==> src/core/sfe_pkg.sv <==
`default_nettype none
package sfe_pkg;

  // ----------------------------------------------------------------
  // command codes
  // ----------------------------------------------------------------
  localparam logic [7:0] CMD_WRITE_LATCH_SET   = 8'h06;
  localparam logic [7:0] CMD_WRITE_LATCH_CLEAR = 8'h04;
  localparam logic [7:0] CMD_STATUS_READ       = 8'h05;
  localparam logic [7:0] CMD_DUAL_READ         = 8'h3B;
  localparam logic [7:0] CMD_STATUS_WRITE      = 8'h01;
  localparam logic [7:0] CMD_PAGE_PROG         = 8'h02;
  localparam logic [7:0] CMD_SECTOR_ERASE      = 8'h20;
  localparam logic [7:0] CMD_CHIP_ERASE        = 8'hC7;
  localparam logic [7:0] CMD_NONE              = 8'h00;

  // ----------------------------------------------------------------
  // status byte layout
  // ----------------------------------------------------------------
  localparam int unsigned BIT_BUSY   = 0;
  localparam int unsigned BIT_WLATCH = 1;
  localparam int unsigned BIT_BP_LO  = 2;
  localparam int unsigned BIT_BP_HI  = 5;
  localparam int unsigned BIT_RSV    = 6;
  localparam int unsigned BIT_LOCK   = 7;
  localparam logic [3:0]  BP_RESET   = 4'h0;
  localparam logic        LOCK_RESET = 1'b0;
  localparam logic        RSV_VALUE  = 1'b0;

  // ----------------------------------------------------------------
  // frame byte indices and least lengths in whole bytes
  // ----------------------------------------------------------------
  localparam logic [3:0] IDX_LAST_ADDR  = 4'h3;
  localparam logic [3:0] IDX_LAST_DUMMY = 4'h4;
  localparam logic [3:0] IDX_WDATA      = 4'h1;
  localparam logic [3:0] BYTES_MAX      = 4'hF;
  localparam logic [3:0] LEN_ONE        = 4'h1;
  localparam logic [3:0] LEN_WRSR       = 4'h2;
  localparam logic [3:0] LEN_SE         = 4'h4;
  localparam logic [3:0] LEN_PP         = 4'h5;
  localparam logic [2:0] BIT_LAST       = 3'h7;
  localparam logic [1:0] DUAL_LAST      = 2'h3;

  // ----------------------------------------------------------------
  // internal operation kinds and pin reset levels
  // ----------------------------------------------------------------
  localparam logic [1:0] OPK_STATUS = 2'h0;
  localparam logic [1:0] OPK_PROG   = 2'h1;
  localparam logic [1:0] OPK_SECTOR = 2'h2;
  localparam logic [1:0] OPK_CHIP   = 2'h3;
  // {dio0, wp_n, hold_n, cs_n, sck}: idle, deselected
  localparam logic [4:0] PINS_IDLE  = 5'h0E;

  typedef enum logic [2:0] {
    ST_CMD   = 3'h0,
    ST_ADDR  = 3'h1,
    ST_DUMMY = 3'h3,
    ST_DUAL  = 3'h2,
    ST_STAT  = 3'h6,
    ST_WDATA = 3'h7,
    ST_IGN   = 3'h5
  } sfe_state_e;

endpackage
`default_nettype wire

==> src/core/sfe_spi_front.sv <==
`default_nettype none
module sfe_spi_front #(
  parameter int unsigned ADDR_W   = 24,
  parameter int unsigned OP_TICKS = 1000
) (
  input  wire logic              ref_clk_i,
  input  wire logic              resetn_i,
  input  wire logic              sck_i,
  input  wire logic              cs_n_i,
  input  wire logic              hold_n_i,
  input  wire logic              wp_n_i,
  input  wire logic              dio0_i,
  input  wire logic [7:0]        array_byte_i,
  output logic                   dio0_o,
  output logic                   dio0_oe_o,
  output logic                   so_o,
  output logic                   so_oe_o,
  output logic [ADDR_W-1:0]      array_addr_o,
  output logic                   op_start_o,
  output logic [1:0]             op_kind_o,
  output logic                   busy_o
);

  // ----------------------------------------------------------------
  // pin sampling
  // ----------------------------------------------------------------
  logic [4:0] pins_s;
  logic       sck_s;
  logic       cs_s;
  logic       hold_s;
  logic       wp_s;
  logic       din_s;

  sfe_sync #(
    .W       (5),
    .RST_VAL (sfe_pkg::PINS_IDLE)
  ) u_sync (
    .ref_clk_i (ref_clk_i),
    .resetn_i  (resetn_i),
    .d_i       ({dio0_i, wp_n_i, hold_n_i, cs_n_i, sck_i}),
    .q_o       (pins_s)
  );

  assign sck_s  = pins_s[0];
  assign cs_s   = pins_s[1];
  assign hold_s = pins_s[2];
  assign wp_s   = pins_s[3];
  assign din_s  = pins_s[4];

  logic sck_prev_r;
  logic cs_prev_r;
  logic armed_r;
  logic paused_r;

  always_ff @(posedge ref_clk_i) begin
    if (!resetn_i) begin
      sck_prev_r <= 1'b0;
      cs_prev_r  <= 1'b1;
    end else begin
      sck_prev_r <= sck_s;
      cs_prev_r  <= cs_s;
    end
  end

  always_ff @(posedge ref_clk_i) begin
    if (!resetn_i) begin
      armed_r <= 1'b0;
    end else if (cs_s) begin
      armed_r <= 1'b1;
    end
  end

  // ----------------------------------------------------------------
  // pause control
  // ----------------------------------------------------------------
  // levels suffice: both the edge case and the late case reduce to
  // pause level plus clock low
  always_ff @(posedge ref_clk_i) begin
    if (!resetn_i) begin
      paused_r <= 1'b0;
    end else if (cs_s) begin
      paused_r <= 1'b0;
    end else if (!paused_r && !hold_s && !sck_s) begin
      paused_r <= 1'b1;
    end else if (paused_r && hold_s && !sck_s) begin
      paused_r <= 1'b0;
    end
  end

  logic sck_rise;
  logic sck_fall;
  logic cs_rise;

  // mode 0 and 3 share edges
  assign sck_rise = sck_s & ~sck_prev_r & ~cs_s & ~paused_r & armed_r;
  assign sck_fall = ~sck_s & sck_prev_r & ~cs_s & ~paused_r & armed_r;
  assign cs_rise  = cs_s & ~cs_prev_r;

  // ----------------------------------------------------------------
  // frame bit and byte counting
  // ----------------------------------------------------------------
  logic [2:0] bit_cnt_r;
  logic [3:0] byte_cnt_r;
  logic [7:0] in_sh_r;
  logic [7:0] new_byte;
  logic       byte_done;

  assign new_byte  = {in_sh_r[6:0], din_s};
  assign byte_done = sck_rise & (bit_cnt_r == sfe_pkg::BIT_LAST);

  always_ff @(posedge ref_clk_i) begin
    if (!resetn_i || cs_s) begin
      bit_cnt_r  <= 3'h0;
      byte_cnt_r <= 4'h0;
      in_sh_r    <= 8'h00;
    end else if (sck_rise) begin
      bit_cnt_r <= bit_cnt_r + 3'h1;
      in_sh_r   <= new_byte;
      if (byte_done && byte_cnt_r != sfe_pkg::BYTES_MAX) begin
        byte_cnt_r <= byte_cnt_r + 4'h1;
      end
    end
  end

  // ----------------------------------------------------------------
  // command sequencing
  // ----------------------------------------------------------------
  sfe_pkg::sfe_state_e state_r;
  sfe_pkg::sfe_state_e state_nxt;
  logic [7:0]          opcode_r;

  always_comb begin
    state_nxt = state_r;
    if (byte_done) begin
      case (state_r)
        sfe_pkg::ST_CMD: begin
          case (new_byte)
            sfe_pkg::CMD_STATUS_READ:  state_nxt = sfe_pkg::ST_STAT;
            sfe_pkg::CMD_DUAL_READ:    state_nxt = sfe_pkg::ST_ADDR;
            sfe_pkg::CMD_PAGE_PROG:    state_nxt = sfe_pkg::ST_ADDR;
            sfe_pkg::CMD_SECTOR_ERASE: state_nxt = sfe_pkg::ST_ADDR;
            sfe_pkg::CMD_STATUS_WRITE: state_nxt = sfe_pkg::ST_WDATA;
            default:                   state_nxt = sfe_pkg::ST_IGN;
          endcase
        end
        sfe_pkg::ST_ADDR: begin
          if (byte_cnt_r == sfe_pkg::IDX_LAST_ADDR) begin
            if (opcode_r == sfe_pkg::CMD_DUAL_READ) begin
              state_nxt = sfe_pkg::ST_DUMMY;
            end else begin
              state_nxt = sfe_pkg::ST_WDATA;
            end
          end
        end
        sfe_pkg::ST_DUMMY: begin
          if (byte_cnt_r == sfe_pkg::IDX_LAST_DUMMY) begin
            state_nxt = sfe_pkg::ST_DUAL;
          end
        end
        default: state_nxt = state_r;
      endcase
    end
  end

  always_ff @(posedge ref_clk_i) begin
    if (!resetn_i || cs_s) begin
      state_r <= sfe_pkg::ST_CMD;
    end else begin
      state_r <= state_nxt;
    end
  end

  always_ff @(posedge ref_clk_i) begin
    if (!resetn_i || cs_s) begin
      opcode_r <= sfe_pkg::CMD_NONE;
    end else if (byte_done && state_r == sfe_pkg::ST_CMD) begin
      opcode_r <= new_byte;
    end
  end

  logic [ADDR_W-1:0] addr_r;
  logic [7:0]        wdata_r;
  logic              dual_load;

  assign dual_load = sck_rise && state_nxt == sfe_pkg::ST_DUAL &&
                     bit_cnt_r[1:0] == sfe_pkg::DUAL_LAST;

  always_ff @(posedge ref_clk_i) begin
    if (!resetn_i) begin
      addr_r <= '0;
    end else if (byte_done && state_r == sfe_pkg::ST_ADDR) begin
      addr_r <= {addr_r[ADDR_W-9:0], new_byte};
    end else if (dual_load) begin
      addr_r <= addr_r + ADDR_W'(1);
    end
  end

  always_ff @(posedge ref_clk_i) begin
    if (!resetn_i) begin
      wdata_r <= 8'h00;
    end else if (byte_done && state_r == sfe_pkg::ST_WDATA &&
                 byte_cnt_r == sfe_pkg::IDX_WDATA) begin
      wdata_r <= new_byte;
    end
  end

  // ----------------------------------------------------------------
  // status and execution at deselect
  // ----------------------------------------------------------------
  logic       wlatch_r;
  logic [3:0] bp_r;
  logic       lock_r;
  logic       busy;
  logic       op_done;
  logic [7:0] status_byte;
  logic       go_ok;
  logic       set_x;
  logic       clr_x;
  logic       wrsr_x;
  logic       pp_x;
  logic       se_x;
  logic       ce_x;
  logic       op_go;

  assign status_byte = {lock_r, sfe_pkg::RSV_VALUE, bp_r, wlatch_r, busy};

  assign go_ok = cs_rise & armed_r & ~paused_r & ~busy &
                 (bit_cnt_r == 3'h0);
  assign set_x = go_ok & (opcode_r == sfe_pkg::CMD_WRITE_LATCH_SET) &
                 (byte_cnt_r >= sfe_pkg::LEN_ONE);
  assign clr_x = go_ok & (opcode_r == sfe_pkg::CMD_WRITE_LATCH_CLEAR) &
                 (byte_cnt_r >= sfe_pkg::LEN_ONE);
  assign wrsr_x = go_ok & wlatch_r & ~(lock_r & ~wp_s) &
                  (opcode_r == sfe_pkg::CMD_STATUS_WRITE) &
                  (byte_cnt_r >= sfe_pkg::LEN_WRSR);
  assign pp_x = go_ok & wlatch_r & ~|bp_r &
                (opcode_r == sfe_pkg::CMD_PAGE_PROG) &
                (byte_cnt_r >= sfe_pkg::LEN_PP);
  assign se_x = go_ok & wlatch_r & ~|bp_r &
                (opcode_r == sfe_pkg::CMD_SECTOR_ERASE) &
                (byte_cnt_r >= sfe_pkg::LEN_SE);
  assign ce_x = go_ok & wlatch_r & ~|bp_r &
                (opcode_r == sfe_pkg::CMD_CHIP_ERASE) &
                (byte_cnt_r >= sfe_pkg::LEN_ONE);
  assign op_go = wrsr_x | pp_x | se_x | ce_x;

  always_ff @(posedge ref_clk_i) begin
    if (!resetn_i) begin
      wlatch_r <= 1'b0;
    end else if (set_x) begin
      wlatch_r <= 1'b1;
    end else if (clr_x || op_done) begin
      wlatch_r <= 1'b0;
    end
  end

  always_ff @(posedge ref_clk_i) begin
    if (!resetn_i) begin
      bp_r   <= sfe_pkg::BP_RESET;
      lock_r <= sfe_pkg::LOCK_RESET;
    end else if (wrsr_x) begin
      bp_r   <= wdata_r[sfe_pkg::BIT_BP_HI:sfe_pkg::BIT_BP_LO];
      lock_r <= wdata_r[sfe_pkg::BIT_LOCK];
    end
  end

  logic       op_start_r;
  logic [1:0] op_kind_r;

  always_ff @(posedge ref_clk_i) begin
    if (!resetn_i) begin
      op_start_r <= 1'b0;
      op_kind_r  <= sfe_pkg::OPK_STATUS;
    end else begin
      op_start_r <= op_go;
      if (pp_x) begin
        op_kind_r <= sfe_pkg::OPK_PROG;
      end else if (se_x) begin
        op_kind_r <= sfe_pkg::OPK_SECTOR;
      end else if (ce_x) begin
        op_kind_r <= sfe_pkg::OPK_CHIP;
      end else if (wrsr_x) begin
        op_kind_r <= sfe_pkg::OPK_STATUS;
      end
    end
  end

  sfe_op_timer #(
    .TICKS (OP_TICKS)
  ) u_timer (
    .ref_clk_i (ref_clk_i),
    .resetn_i  (resetn_i),
    .start_i   (op_go),
    .busy_o    (busy),
    .done_o    (op_done)
  );

  // ----------------------------------------------------------------
  // output shifting
  // ----------------------------------------------------------------
  logic [7:0] out_sh_r;
  logic       so_r;
  logic       dio_r;
  logic       so_oe_r;
  logic       dio_oe_r;

  always_ff @(posedge ref_clk_i) begin
    if (!resetn_i || cs_s) begin
      out_sh_r <= 8'h00;
      so_r     <= 1'b0;
      dio_r    <= 1'b0;
    // fresh status each byte so polling sees busy drop
    end else if (byte_done && state_nxt == sfe_pkg::ST_STAT) begin
      out_sh_r <= status_byte;
    end else if (dual_load) begin
      out_sh_r <= array_byte_i;
    end else if (sck_fall && state_r == sfe_pkg::ST_STAT) begin
      so_r     <= out_sh_r[7];
      out_sh_r <= {out_sh_r[6:0], 1'b0};
    end else if (sck_fall && state_r == sfe_pkg::ST_DUAL) begin
      so_r     <= out_sh_r[7];
      dio_r    <= out_sh_r[6];
      out_sh_r <= {out_sh_r[5:0], 2'h0};
    end
  end

  // data line drives in dual only
  always_ff @(posedge ref_clk_i) begin
    if (!resetn_i) begin
      so_oe_r  <= 1'b0;
      dio_oe_r <= 1'b0;
    end else begin
      so_oe_r  <= ~cs_s & ~paused_r & (state_r == sfe_pkg::ST_STAT ||
                                       state_r == sfe_pkg::ST_DUAL);
      dio_oe_r <= ~cs_s & ~paused_r & (state_r == sfe_pkg::ST_DUAL);
    end
  end

  assign so_o         = so_r;
  assign so_oe_o      = so_oe_r;
  assign dio0_o       = dio_r;
  assign dio0_oe_o    = dio_oe_r;
  assign array_addr_o = addr_r;
  assign op_start_o   = op_start_r;
  assign op_kind_o    = op_kind_r;
  assign busy_o       = busy;
endmodule
`default_nettype wire

==> src/core/sfe_sync.sv <==
`default_nettype none
module sfe_sync #(
  parameter int unsigned W       = 1,
  parameter logic [W-1:0] RST_VAL = '0
) (
  input  wire logic         ref_clk_i,
  input  wire logic         resetn_i,
  input  wire logic [W-1:0] d_i,
  output logic      [W-1:0] q_o
);
  logic [W-1:0] meta_r;
  logic [W-1:0] q_r;

  // only q_r reads meta_r
  always_ff @(posedge ref_clk_i) begin
    if (!resetn_i) begin
      meta_r <= RST_VAL;
      q_r    <= RST_VAL;
    end else begin
      meta_r <= d_i;
      q_r    <= meta_r;
    end
  end

  assign q_o = q_r;
endmodule
`default_nettype wire

==> src/core/sfe_op_timer.sv <==
`default_nettype none
module sfe_op_timer #(
  parameter int unsigned TICKS = 1000
) (
  input  wire logic ref_clk_i,
  input  wire logic resetn_i,
  input  wire logic start_i,
  output logic      busy_o,
  output logic      done_o
);
  localparam int unsigned CW = $clog2(TICKS + 1);
  localparam logic [CW-1:0] LOAD = CW'(TICKS - 1);
  localparam logic [CW-1:0] ZERO = '0;

  logic [CW-1:0] cnt_r;
  logic          busy_r;
  logic          done_r;

  // runs on its own; only reset can stop it once started
  always_ff @(posedge ref_clk_i) begin
    if (!resetn_i) begin
      cnt_r  <= ZERO;
      busy_r <= 1'b0;
      done_r <= 1'b0;
    end else begin
      done_r <= 1'b0;
      if (start_i && !busy_r) begin
        busy_r <= 1'b1;
        cnt_r  <= LOAD;
      end else if (busy_r) begin
        if (cnt_r == ZERO) begin
          busy_r <= 1'b0;
          done_r <= 1'b1;
        end else begin
          cnt_r <= cnt_r - CW'(1);
        end
      end
    end
  end

  assign busy_o = busy_r;
  assign done_o = done_r;
endmodule
`default_nettype wire

==> config.mk <==
export PLATFORM = sky130hd
export DESIGN_NAME = sfe_spi_front
export DESIGN_NICKNAME = d
export VERILOG_FILES = /design/src/core/sfe_pkg.sv /design/src/core/sfe_spi_front.sv /design/src/core/sfe_sync.sv /design/src/core/sfe_op_timer.sv
export SDC_FILE = /design/constraint.sdc
export NUM_CORES = 1
export LEC_CHECK = 0
export BUFFER_PORTS_ARGS = -buffer_cell sky130_fd_sc_hd__buf_2
export CORE_ASPECT_RATIO = 0.9
export CORE_MARGIN = 5
export CORE_UTILIZATION = 50
export CTS_CLUSTER_DIAMETER = 60
export DETAILED_ROUTE_END_ITERATION = 7
export GPL_TIMING_DRIVEN = 0
export PLACE_DENSITY = 0.76
export SLEW_MARGIN = 25
export SYNTH_ARGS = -nofsm -noshare
export SYNTH_HDL_FRONTEND = slang
export SYNTH_SLANG_ARGS = --single-unit
export TNS_END_PERCENT = 50
==> constraint.sdc <==
create_clock -name ref_clk_i -period 2.8 [get_ports ref_clk_i]
set_input_delay 0.14 -clock ref_clk_i [delete_from_list [all_inputs] [get_ports ref_clk_i]]
set_output_delay 0.14 -clock ref_clk_i [all_outputs]
set_load 0.005 [all_outputs]
==> flow_metrics.tcl, run 1 <==
set metrics [dict create \
    rr_endpoint "out_sh_r[3]" \
    grt_pass1_wl_mm 20.89 \
    antenna_found_initial 0 \
    reg2reg_slack_ns 0.15 \
    path_common_cell "ha_1" \
    setup_viol 0 \
    crit_end "out_sh_r[3]" \
    rr_worst_depth 11 \
    netlist_area_um2 4826 \
    critical_path_class "reg2reg" \
    firstDrtPassIters 5 \
    leakage_nw 2.116 \
    cts_made_buffers 9 \
    critPathLaunch "bit_cnt_r[0]" \
    drc 0 \
    worst_ep_required_time_ns 3.07 \
    nFillCells 879 \
    place_inst 723 \
    worstMarginPinSlew_ns 0.9456 \
    rows 34 \
    vdd_ir_drop_max_mv 0.3772 \
    dpl_cell_area_um2 5214 \
    drv_cap 0 \
    rsz0062_at_grt "true" \
    cp_max_fo 10 \
    slew_headroom_pct 36.44 \
    synth-edff-count 0 \
    dieHeight_um 103.2 \
    track_usage_pct 22.37 \
    dieArea_um2 11720 \
    r2r_start "bit_cnt_r[0]" \
    synth-seq-area-share_pct 41.90 \
    fin_ws_ns 0.1506 \
    area_delta_synth_final_pct 15.95 \
    fin_nets 641 \
    final_cells 748 \
    fin_crit_ns 2.649 \
    clk_latency_ns 0.37 \
    ant_nets 0 \
    routed_wirelength_mm 12.98 \
    syn_inst 551 \
    die_w_um 113.6 \
    critPathSlowestCell "dfxtp_1" \
    min_path_type "in2reg" \
    cts_buffer_depth 2 \
    cpLargestDelayFamily "compound AO/OA/AOI/OAI gates" \
    design.core.area_um2 9529 \
    grt_pass1_vias 4252 \
    gr-total-overflow 0 \
    drt_iter0_drc 386 \
    path_clk_slew_ns 0.10 \
    hold_viol_final 0 \
    port_buffers 46 \
    io_pins 47 \
    vias_per_cell 5.906 \
    num_vias 4418 \
    async_reset_ff_share_pct 0 \
    synth_cell_types 63 \
    initial_core_util_pct 50.64 \
    layout-drive-gt1-share_pct 16.40 \
    insertedDiodeCount 0 \
    synth.avg_cell_area_um2 8.758 \
    critPathCaptureType "flip-flop" \
    arrival_ns 2.92 \
    max_freq_mhz 377.4 \
    dp_worst_setup_slack_ns -0.06090 \
    seqCellArea_um2 2022 \
    grt_max_degree 18 \
    startpoint_type "flip-flop" \
    slew_viol_final 0 \
    synthFlopType "dfxtp_1" \
    htreeDepth 3 \
    syn_nets 575 \
    ys_ff_latch 101 \
    p_per_area_nw_per_um2 475.6 \
    period_share_pct 94.62 \
    multi_input_area_um2 2638 \
    finalClockSkew_ns 0.01399 \
    clock-sinks 101 \
    crit_cells 11 \
    path_cells "ha_1 > ha_1 > nor4bb_2 > a41oi_1 > o41ai_4 > and2_1 > buf_4 > nand2_4 > clkbuf_4 > nand3_2 > o21a_1" \
    dp_hpwl_mm 9.276 \
    wire_per_inst_um 17.35 \
    crit_path_max_incr_delay_ns 0.32 \
    status "finished, final reports clean" \
    gp_congestion 0.9118 \
    path_buf_inv 2 \
    finish.instance_area_um2 5595 \
    root_buffer "clkbuf_8" \
    synth_warnings 0 \
    cts_tree "built" \
]
-- cell usage in the layout, fill, tap and decap left out, drive strengths merged, types with 6 or more instances in the layout --
cell         Yosys  final
ha               9      9
a211oi           8      8
a31oi            7      7
nor4            16     16
dfxtp          101    101
a21oi           42     42
inv             17     19
o21a             7      7
o21ai           14     14
xor2             8      8
o22ai            6      6
nand2           41     41
and2            10     10
xnor2           10     10
nand3           14     14
clkbuf          17     28
dlygate4sd3      0      6
mux2i           32     32
nand2b          13     13
nand4           14     14
nor3            10     10
nor2            71     71
buf             15     63
-- registers in the layout (all words and copies together), names as in the netlist, 2 cells and up --
| name | cells |
|---|---|
| op_kind_o | 2 |
| u_sync.meta_r | 5 |
| state_r | 3 |
| bp_r | 4 |
| out_sh_r | 8 |
| array_addr_o | 24 |
| u_timer.cnt_r | 10 |
| bit_cnt_r | 3 |
| wdata_r | 5 |
| u_sync.q_o | 5 |
| byte_cnt_r | 4 |
| opcode_r | 8 |
| in_sh_r | 7 |
-- Yosys cell counts, types with 8 or more instances --
library cell,number,area (µm²)
inv_1,17,63.81
and2_1,10,62.56
nand2b_1,13,81.33
clkbuf_1,17,63.81
dfxtp_1,101,2022
nand4_1,14,87.58
nor2_1,70,262.8
o21ai_0,13,65.06
buf_2,8,40.04
a211oi_1,8,60.06
nand2_1,40,150.1
mux2i_1,32,320.3
nor4_1,14,87.58
xnor2_1,10,87.58
nor3_1,9,45.04
a21oi_1,42,210.2
xor2_1,8,70.07
nand3_1,14,70.07
ha_1,9,112.6
-- kinds of logic (layout without fill, tap and decap cells) --
logic type / after synthesis / count (layout) / share of synthesized area [%]
and+or+nand+nor: 226 / 226 / 25.15
muxes: 32 / 32 / 6.637
adders and majority gates: 9 / 9 / 2.333
xor gates and xnor gates: 18 / 18 / 3.267
AOI/OAI and AO/OA: 116 / 116 / 16.39
buffers and inverters: 49 / 120 / 4.330
DFF: 101 / 101 / 41.90
-- worst min-delay path: cells and delay by family --
kind / cells / cell delay (ns)
buf+inv: 1 / 0.10
simple gates: 1 / 0.05
compound gates: 1 / 0.05
-- layer usage --
layer / vias to the layer above / share of wire, % / global-route usage [%]
met3: 18 / 8.1 / 4.596
met5: - / 0 / 0
met2: 177 / 46 / 36.44
met1: 2094 / 45 / 30.42
met4: 0 / 1.3 / 6.377
li1: 2129 / - / -
-- metrics by stage --
step	power [mW]	hold WS [ns]	TNS, ns	util [%]
CTS	2.677	0.007018	0	58.05
floorplan	1.515	0.2130	0	-
global route	2.730	0.02963	-0.07988	58.72
detailed placement	1.541	0.3255	-0.06090	54.71
finish	2.661	0.02311	0	58.72
global placement	1.539	0.3211	-0.04101	54.71
-- worst min path at each step --
stage	start	endpoint	slack (ns)	cells after the start
6_report	array_byte_i[6]	out_sh_r[6]	0.02	3
3_3_place_gp	cs_n_i	u_sync.meta_r[1]	0.32	2
5_1_grt	array_byte_i[6]	out_sh_r[6]	0.03	3
4_1_cts	array_byte_i[6]	out_sh_r[6]	0.007	3
3_5_place_dp	hold_n_i	u_sync.meta_r[2]	0.33	2
2_1_floorplan	resetn_i	u_sync.q_o[1]	0.21	1
-- report_power, final --
part,internal (mW),switching (mW)
registers,1.44,0.00657
logic,0.0274,0.0380
clock network,0.626,0.519
total,2.10,0.564
-- area by class of cell --
type                    instances  share of cell area, %
flip-flops and latches        101                  36.14
inverters                      17                  1.140
clock inverters                 6                  2.080
plain buffers                  32                  2.639
clock buffers                  10                  2.460
multi-input cells             401                  47.14
well taps                     126                  2.818
repair buffers                 55                  5.590
-- timing repair --
action / CTS / global route
resized for setup: 1 / 9
setup buffers: 0 / 3
endpoints found under the setup margin: 3 / 24
hold endpoints to repair: 6 / 0
pin swaps: 0 / 1
hold buffers: 6 / 0
Note: power is estimated with default switching activity, not from simulation.
==> run 2, diff against run 1 <==
--- a/config.mk
+++ b/config.mk
@@ -8,11 +8,12 @@
 export BUFFER_PORTS_ARGS = -buffer_cell sky130_fd_sc_hd__buf_2
 export CORE_ASPECT_RATIO = 0.9
 export CORE_MARGIN = 5
-export CORE_UTILIZATION = 50
+export CORE_UTILIZATION = 45
 export CTS_CLUSTER_DIAMETER = 60
 export DETAILED_ROUTE_END_ITERATION = 7
 export GPL_TIMING_DRIVEN = 0
-export PLACE_DENSITY = 0.76
+export PLACE_DENSITY = 0.7
+export RECOVER_POWER = 25
 export SLEW_MARGIN = 25
 export SYNTH_ARGS = -nofsm -noshare
 export SYNTH_HDL_FRONTEND = slang
==> flow_metrics.tcl, run 2 (synthesis results as in run 1) <==
set metrics [dict create \
    status "finished, final reports clean" \
    cts_tree "built" \
    io_pins 47 \
    initial_core_util_pct 46.50 \
    fin_nets 637 \
    htreeDepth 3 \
    vdd_ir_drop_max_mv 0.4295 \
    gp_congestion 0.9299 \
    cts_buffer_depth 2 \
    area_delta_synth_final_pct 15.82 \
    crit_cells 11 \
    grt_pass1_wl_mm 21.62 \
    routed_wirelength_mm 13.13 \
    total_power_mw 2.779 \
    critPathCaptureType "flip-flop" \
    path_cells "ha_1 > ha_1 > nor4bb_2 > a41oi_2 > o41ai_4 > and2_1 > buf_4 > nand2_4 > buf_2 > o221a_2 > o21a_1" \
    finalClockSkew_ns 0.007154 \
    cpLargestDelayFamily "compound AO/OA/AOI/OAI gates" \
    rr_worst_depth 11 \
    worst_ep_required_time_ns 3.04 \
    rows 35 \
    layout-drive-gt1-share_pct 13.11 \
    insertedDiodeCount 0 \
    slew_viol_final 0 \
    final_util_pct 53.85 \
    drv_cap 0 \
    drc 0 \
    crit_path_max_incr_delay_ns 0.38 \
    vias_per_cell 5.873 \
    num_vias 4387 \
    slew_headroom_pct 40.92 \
    wire_per_inst_um 17.58 \
    grt_max_degree 17 \
    nFillCells 954 \
    largest_reg_flops 24 \
    track_usage_pct 20.74 \
    dp_hpwl_mm 9.399 \
    arrival_ns 2.89 \
    clock-sinks 101 \
    ant_nets 0 \
    root_buffer "clkbuf_16" \
    max_freq_mhz 377.5 \
    path_common_cell "ha_1" \
    drt_iter0_drc 391 \
    cp_max_fo 10 \
    dpl_cell_area_um2 5218 \
    worstMarginPinSlew_ns 0.8789 \
    clk_latency_ns 0.35 \
    min_path_type "in2reg" \
    period_share_pct 94.61 \
    dieArea_um2 12900 \
    critical_path_class "reg2reg" \
    hold_viol_final 0 \
    path_clk_slew_ns 0.07 \
    startpoint_type "flip-flop" \
    gr-total-overflow 0 \
    dieHeight_um 108.2 \
    leakage_nw 2.038 \
    p_per_area_nw_per_um2 497.2 \
    fin_setup_tns_ns 0 \
    port_buffers 46 \
    design.core.area_um2 10380 \
    firstDrtPassIters 5 \
    setup_viol 0 \
    fin_crit_ns 2.649 \
    most-common-layout-cells "dfxtp_1, nor2_1, a21oi_1" \
    die_w_um 119.2 \
    critPathSlowestCell "nor4bb_2" \
    cts_made_buffers 9 \
    path_buf_inv 2 \
    min_delay_path_depth 2 \
    finish.instance_area_um2 5589 \
    final_common_cell "dfxtp_1" \
    grt_pass1_vias 4303 \
    antenna_found_initial 0 \
]
[run 2: worst paths after layout]
check                                      to             start  slack, ns
worst max-delay path              out_sh_r[4]      bit_cnt_r[1]       0.15
worst min-delay path            u_sync.q_o[1]          resetn_i       0.04
worst max register to register    out_sh_r[4]      bit_cnt_r[1]       0.15
worst min register to register  u_sync.q_o[1]  u_sync.meta_r[1]       0.41
[run 2: worst register-to-register path, delay by kind of cell (launching register included)]
family          cells  cell delay, ns
simple gates        3            0.66
fa+ha+maj           2            0.41
compound gates      4            0.70
flops               1            0.35
buf+inv             2            0.43
[run 2: report_power, final]
part           switching, mW  internal (mW)
logic                 0.0388         0.0262
registers            0.00726           1.44
clock network          0.541          0.721
[run 2: through the flow]
step,std cells,hold slack (ns),setup slack (ns)
after floorplan,551,0.2130,0.3873
after global placement,726,0.3205,-0.06531
after detailed placement,726,0.3248,-0.1075
after CTS,747,0.003131,0.003877
after global routing,747,0.06068,-0.05212
final,747,0.03627,0.1509
[run 2: area by class of cell]
type	count	area, µm²	area share (%)
Sequential cell	101	2022	36.18
Multi-Input combinational cell	401	2639	47.21
Tap cell	129	161.4	2.888
Inverter	17	63.81	1.142
Buffer	32	145.1	2.597
Timing Repair Buffer	51	257.7	4.612
Clock buffer	11	242.7	4.343
Clock inverter	5	57.56	1.030
[run 2: what timing repair did]
action / CTS / global route
buffers inserted: 0 / 0
gates resized for setup: 1 / 8
pin swaps: 0 / 1
hold buffers: 5 / 0
endpoints found under the setup margin: 2 / 19
hold endpoints to repair: 5 / 0
[run 2: metal layers]
layer  GRT usage (%)  vias up  routed length, µm  share of wire, %
met4           5.955        0                189               1.4
met3           4.603       19                901               6.9
met2           32.55      167               5808                44
met5               0        -                  0                 0
li1                -     2124                  -                 -
met1           28.72     2077               6233                47
==> run 3, diff against run 2 <==
--- a/config.mk
+++ b/config.mk
@@ -5,6 +5,7 @@
 export SDC_FILE = /design/constraint.sdc
 export NUM_CORES = 1
 export LEC_CHECK = 0
+export ABC_AREA = 1
 export BUFFER_PORTS_ARGS = -buffer_cell sky130_fd_sc_hd__buf_2
 export CORE_ASPECT_RATIO = 0.9
 export CORE_MARGIN = 5
==> flow_metrics.tcl, run 3 <==
set metrics [dict create \
    cts_buffer_depth 2 \
    async_reset_ff_share_pct 0 \
    fin_setup_tns_ns 0 \
    cts_setup_buffers 0 \
    design.core.area_um2 11570 \
    rr_endpoint "array_addr_o[20]" \
    port_buffers 46 \
    worst_ep_required_time_ns 3.02 \
    synth-seq-area-share_pct 37.66 \
    min_path_type "in2reg" \
    gp_congestion 0.9355 \
    setup_viol 0 \
    reg2reg_slack_ns 0.60 \
    startpoint_type "flip-flop" \
    arrival_ns 2.42 \
    ant_nets 0 \
    leakage_nw 2.605 \
    firstDrtPassIters 5 \
    status "finished, final reports clean" \
    drv_cap 0 \
    finalHoldWorstSlack_ns 0.04039 \
    gr-usage-met3_pct 4.401 \
    critPathCaptureType "flip-flop" \
    finish.instance_area_um2 6166 \
    max_freq_mhz 453.6 \
    final_util_pct 53.28 \
    antenna_found_initial 0 \
    final_cells 1017 \
    initial_core_util_pct 46.39 \
    critPathSlowestCell "dfxtp_1" \
    routed_wirelength_mm 13.79 \
    largest_reg_flops 24 \
    root_buffer "clkbuf_16" \
    drt_iter0_drc 446 \
    r2r_start "array_addr_o[0]" \
    hold_viol_final 0 \
    critPathLaunch "array_addr_o[0]" \
    wire_per_inst_um 13.56 \
    synth_cell_types 42 \
    cts_made_buffers 9 \
    hold_end "out_sh_r[6]" \
    drc 0 \
    p_per_area_nw_per_um2 467.3 \
    synth-edff-count 0 \
    hp-start "array_byte_i[6]" \
    grt_pass1_vias 4701 \
    dieHeight_um 113.6 \
    rr_worst_depth 11 \
    fin_crit_ns 2.205 \
    period_share_pct 78.74 \
    worstMarginPinSlew_ns 0.7397 \
    clock-sinks 101 \
    final_common_cell "nand2_1" \
    grt_max_degree 17 \
    slew_viol_final 0 \
    dpl_cell_area_um2 5794 \
    synth_common_cells "nand2_1, inv_1, dfxtp_1, nor2_1, a21oi_1" \
    finalClockSkew_ns 0.007690 \
    path_clk_slew_ns 0.07 \
    synthTopCellsByArea "dfxtp_1, nand2_1, inv_1, a21oi_1, o21ai_0" \
    cp_max_fo 5 \
    slew_headroom_pct 50.28 \
    ys_ff_latch 101 \
    cts_resized 0 \
    syn_inst 794 \
    syn_nets 818 \
    min_delay_path_depth 3 \
    path_cells "ha_1 > nand2_1 > nor2_2 > nand4_1 > nor2_1 > nand2_1 > nor2_1 > nand2_1 > xor2_1 > a21oi_1 > a21oi_1" \
    clk_latency_ns 0.35 \
    most-common-layout-cells "nand2_1, inv_1, dfxtp_1" \
    path_common_cell "nand2_1" \
    rows 37 \
    synth_warnings 0 \
    crit_path_max_incr_delay_ns 0.43 \
    fin_nets 880 \
    io_pins 47 \
    yosysMostFrequentCell "nand2_1" \
    grt.met1_usage_pct 29.10 \
    vias_per_cell 5.160 \
    insertedDiodeCount 0 \
    htreeDepth 3 \
    netlist_area_um2 5369 \
    layout-drive-gt1-share_pct 11.50 \
    synth.avg_cell_area_um2 6.762 \
    track_usage_pct 19.75 \
    vdd_ir_drop_max_mv 0.5529 \
    grt-busiest-layer "met2" \
    area_delta_synth_final_pct 14.84 \
    met2_usage_pct 29.67 \
    num_vias 5248 \
    rsz0062_at_grt "false" \
    die_w_um 125.1 \
    cts_tree "built" \
    synthFlopType "dfxtp_1" \
    grt_pass1_wl_mm 23.21 \
    gr-total-overflow 0 \
    yosysTopAreaCellShare_pct 37.66 \
    dieArea_um2 14220 \
    dp_hpwl_mm 10.30 \
    place_inst 996 \
    critical_path_class "reg2reg" \
    yosys.area.top_type "dfxtp_1" \
]
## run 3: timing repair
action	4_1_cts	5_1_grt
setup endpoints to repair	0	0
hold buffers	5	0
endpoints found under the hold margin	5	0
## run 3: cells by family (layout without fill, tap and decap cells)
kind of cell / count (synthesis) / after routing / share of synthesized area (%)
and+or+nand+nor: 377 / 377 / 32.37
AOI/OAI and AO/OA: 149 / 149 / 14.40
buffers and inverters: 139 / 206 / 10.37
DFF: 101 / 101 / 37.66
xor gates and xnor gates: 19 / 19 / 3.100
adders and majority gates: 9 / 9 / 2.097
## run 3: cell type report
type                            instances  area [µm²]
Clock buffer                           11       242.7
Inverter                              112       421.7
Multi-Input combinational cell        554        2796
Sequential cell                       101        2022
Clock inverter                          5       83.83
Timing Repair Buffer                   51       269.0
Tap cell                              156       195.2
Fill cell                            1169        5408
Buffer                                 27       135.1
## run 3: layer usage
metal  vias up  routed length, µm
met5         -                  0
met4         0                147
met3        14                924
met2       161               5767
met1      2375               6953
li1       2698                  -
## run 3: worst max-delay path by stage
| stage | to | slack (ns) | cells past startpoint |
|---|---|---|---|
| after floorplan | array_addr_o[20] | 0.92 | 11 |
| after global placement | bp_r[2] | 0.36 | 9 |
| after detailed placement | bp_r[2] | 0.33 | 9 |
| after CTS | bp_r[2] | 0.33 | 9 |
| after global routing | array_addr_o[15] | 0.34 | 13 |
| final | array_addr_o[20] | 0.60 | 11 |
## run 3: per-stage QoR
stage / setup WS, ns / power [mW]
2_1_floorplan: 0.9205 / 1.512
3_3_place_gp: 0.3560 / 1.535
3_5_place_dp: 0.3330 / 1.536
4_1_cts: 0.3305 / 2.907
5_1_grt: 0.3354 / 2.977
6_report: 0.5953 / 2.882
## run 3: power by group
part	total [mW]	leakage [nW]	switching [mW]	internal, mW
logic	0.0590	1.64	0.0360	0.0229
clock network	1.37	0.152	0.564	0.810
registers	1.45	0.816	0.00485	1.44
total	2.88	2.61	0.605	2.28
## run 3: critical path: cells and delay by family, from the launching register on
kind                     cells  cell delay (ns)
AND/OR/NAND/NOR              7             1.06
flip-flops                   1             0.43
adder cells (fa/ha/maj)      1             0.22
AO/OA/AOI/OAI                2             0.21
XOR/XNOR                     1             0.14
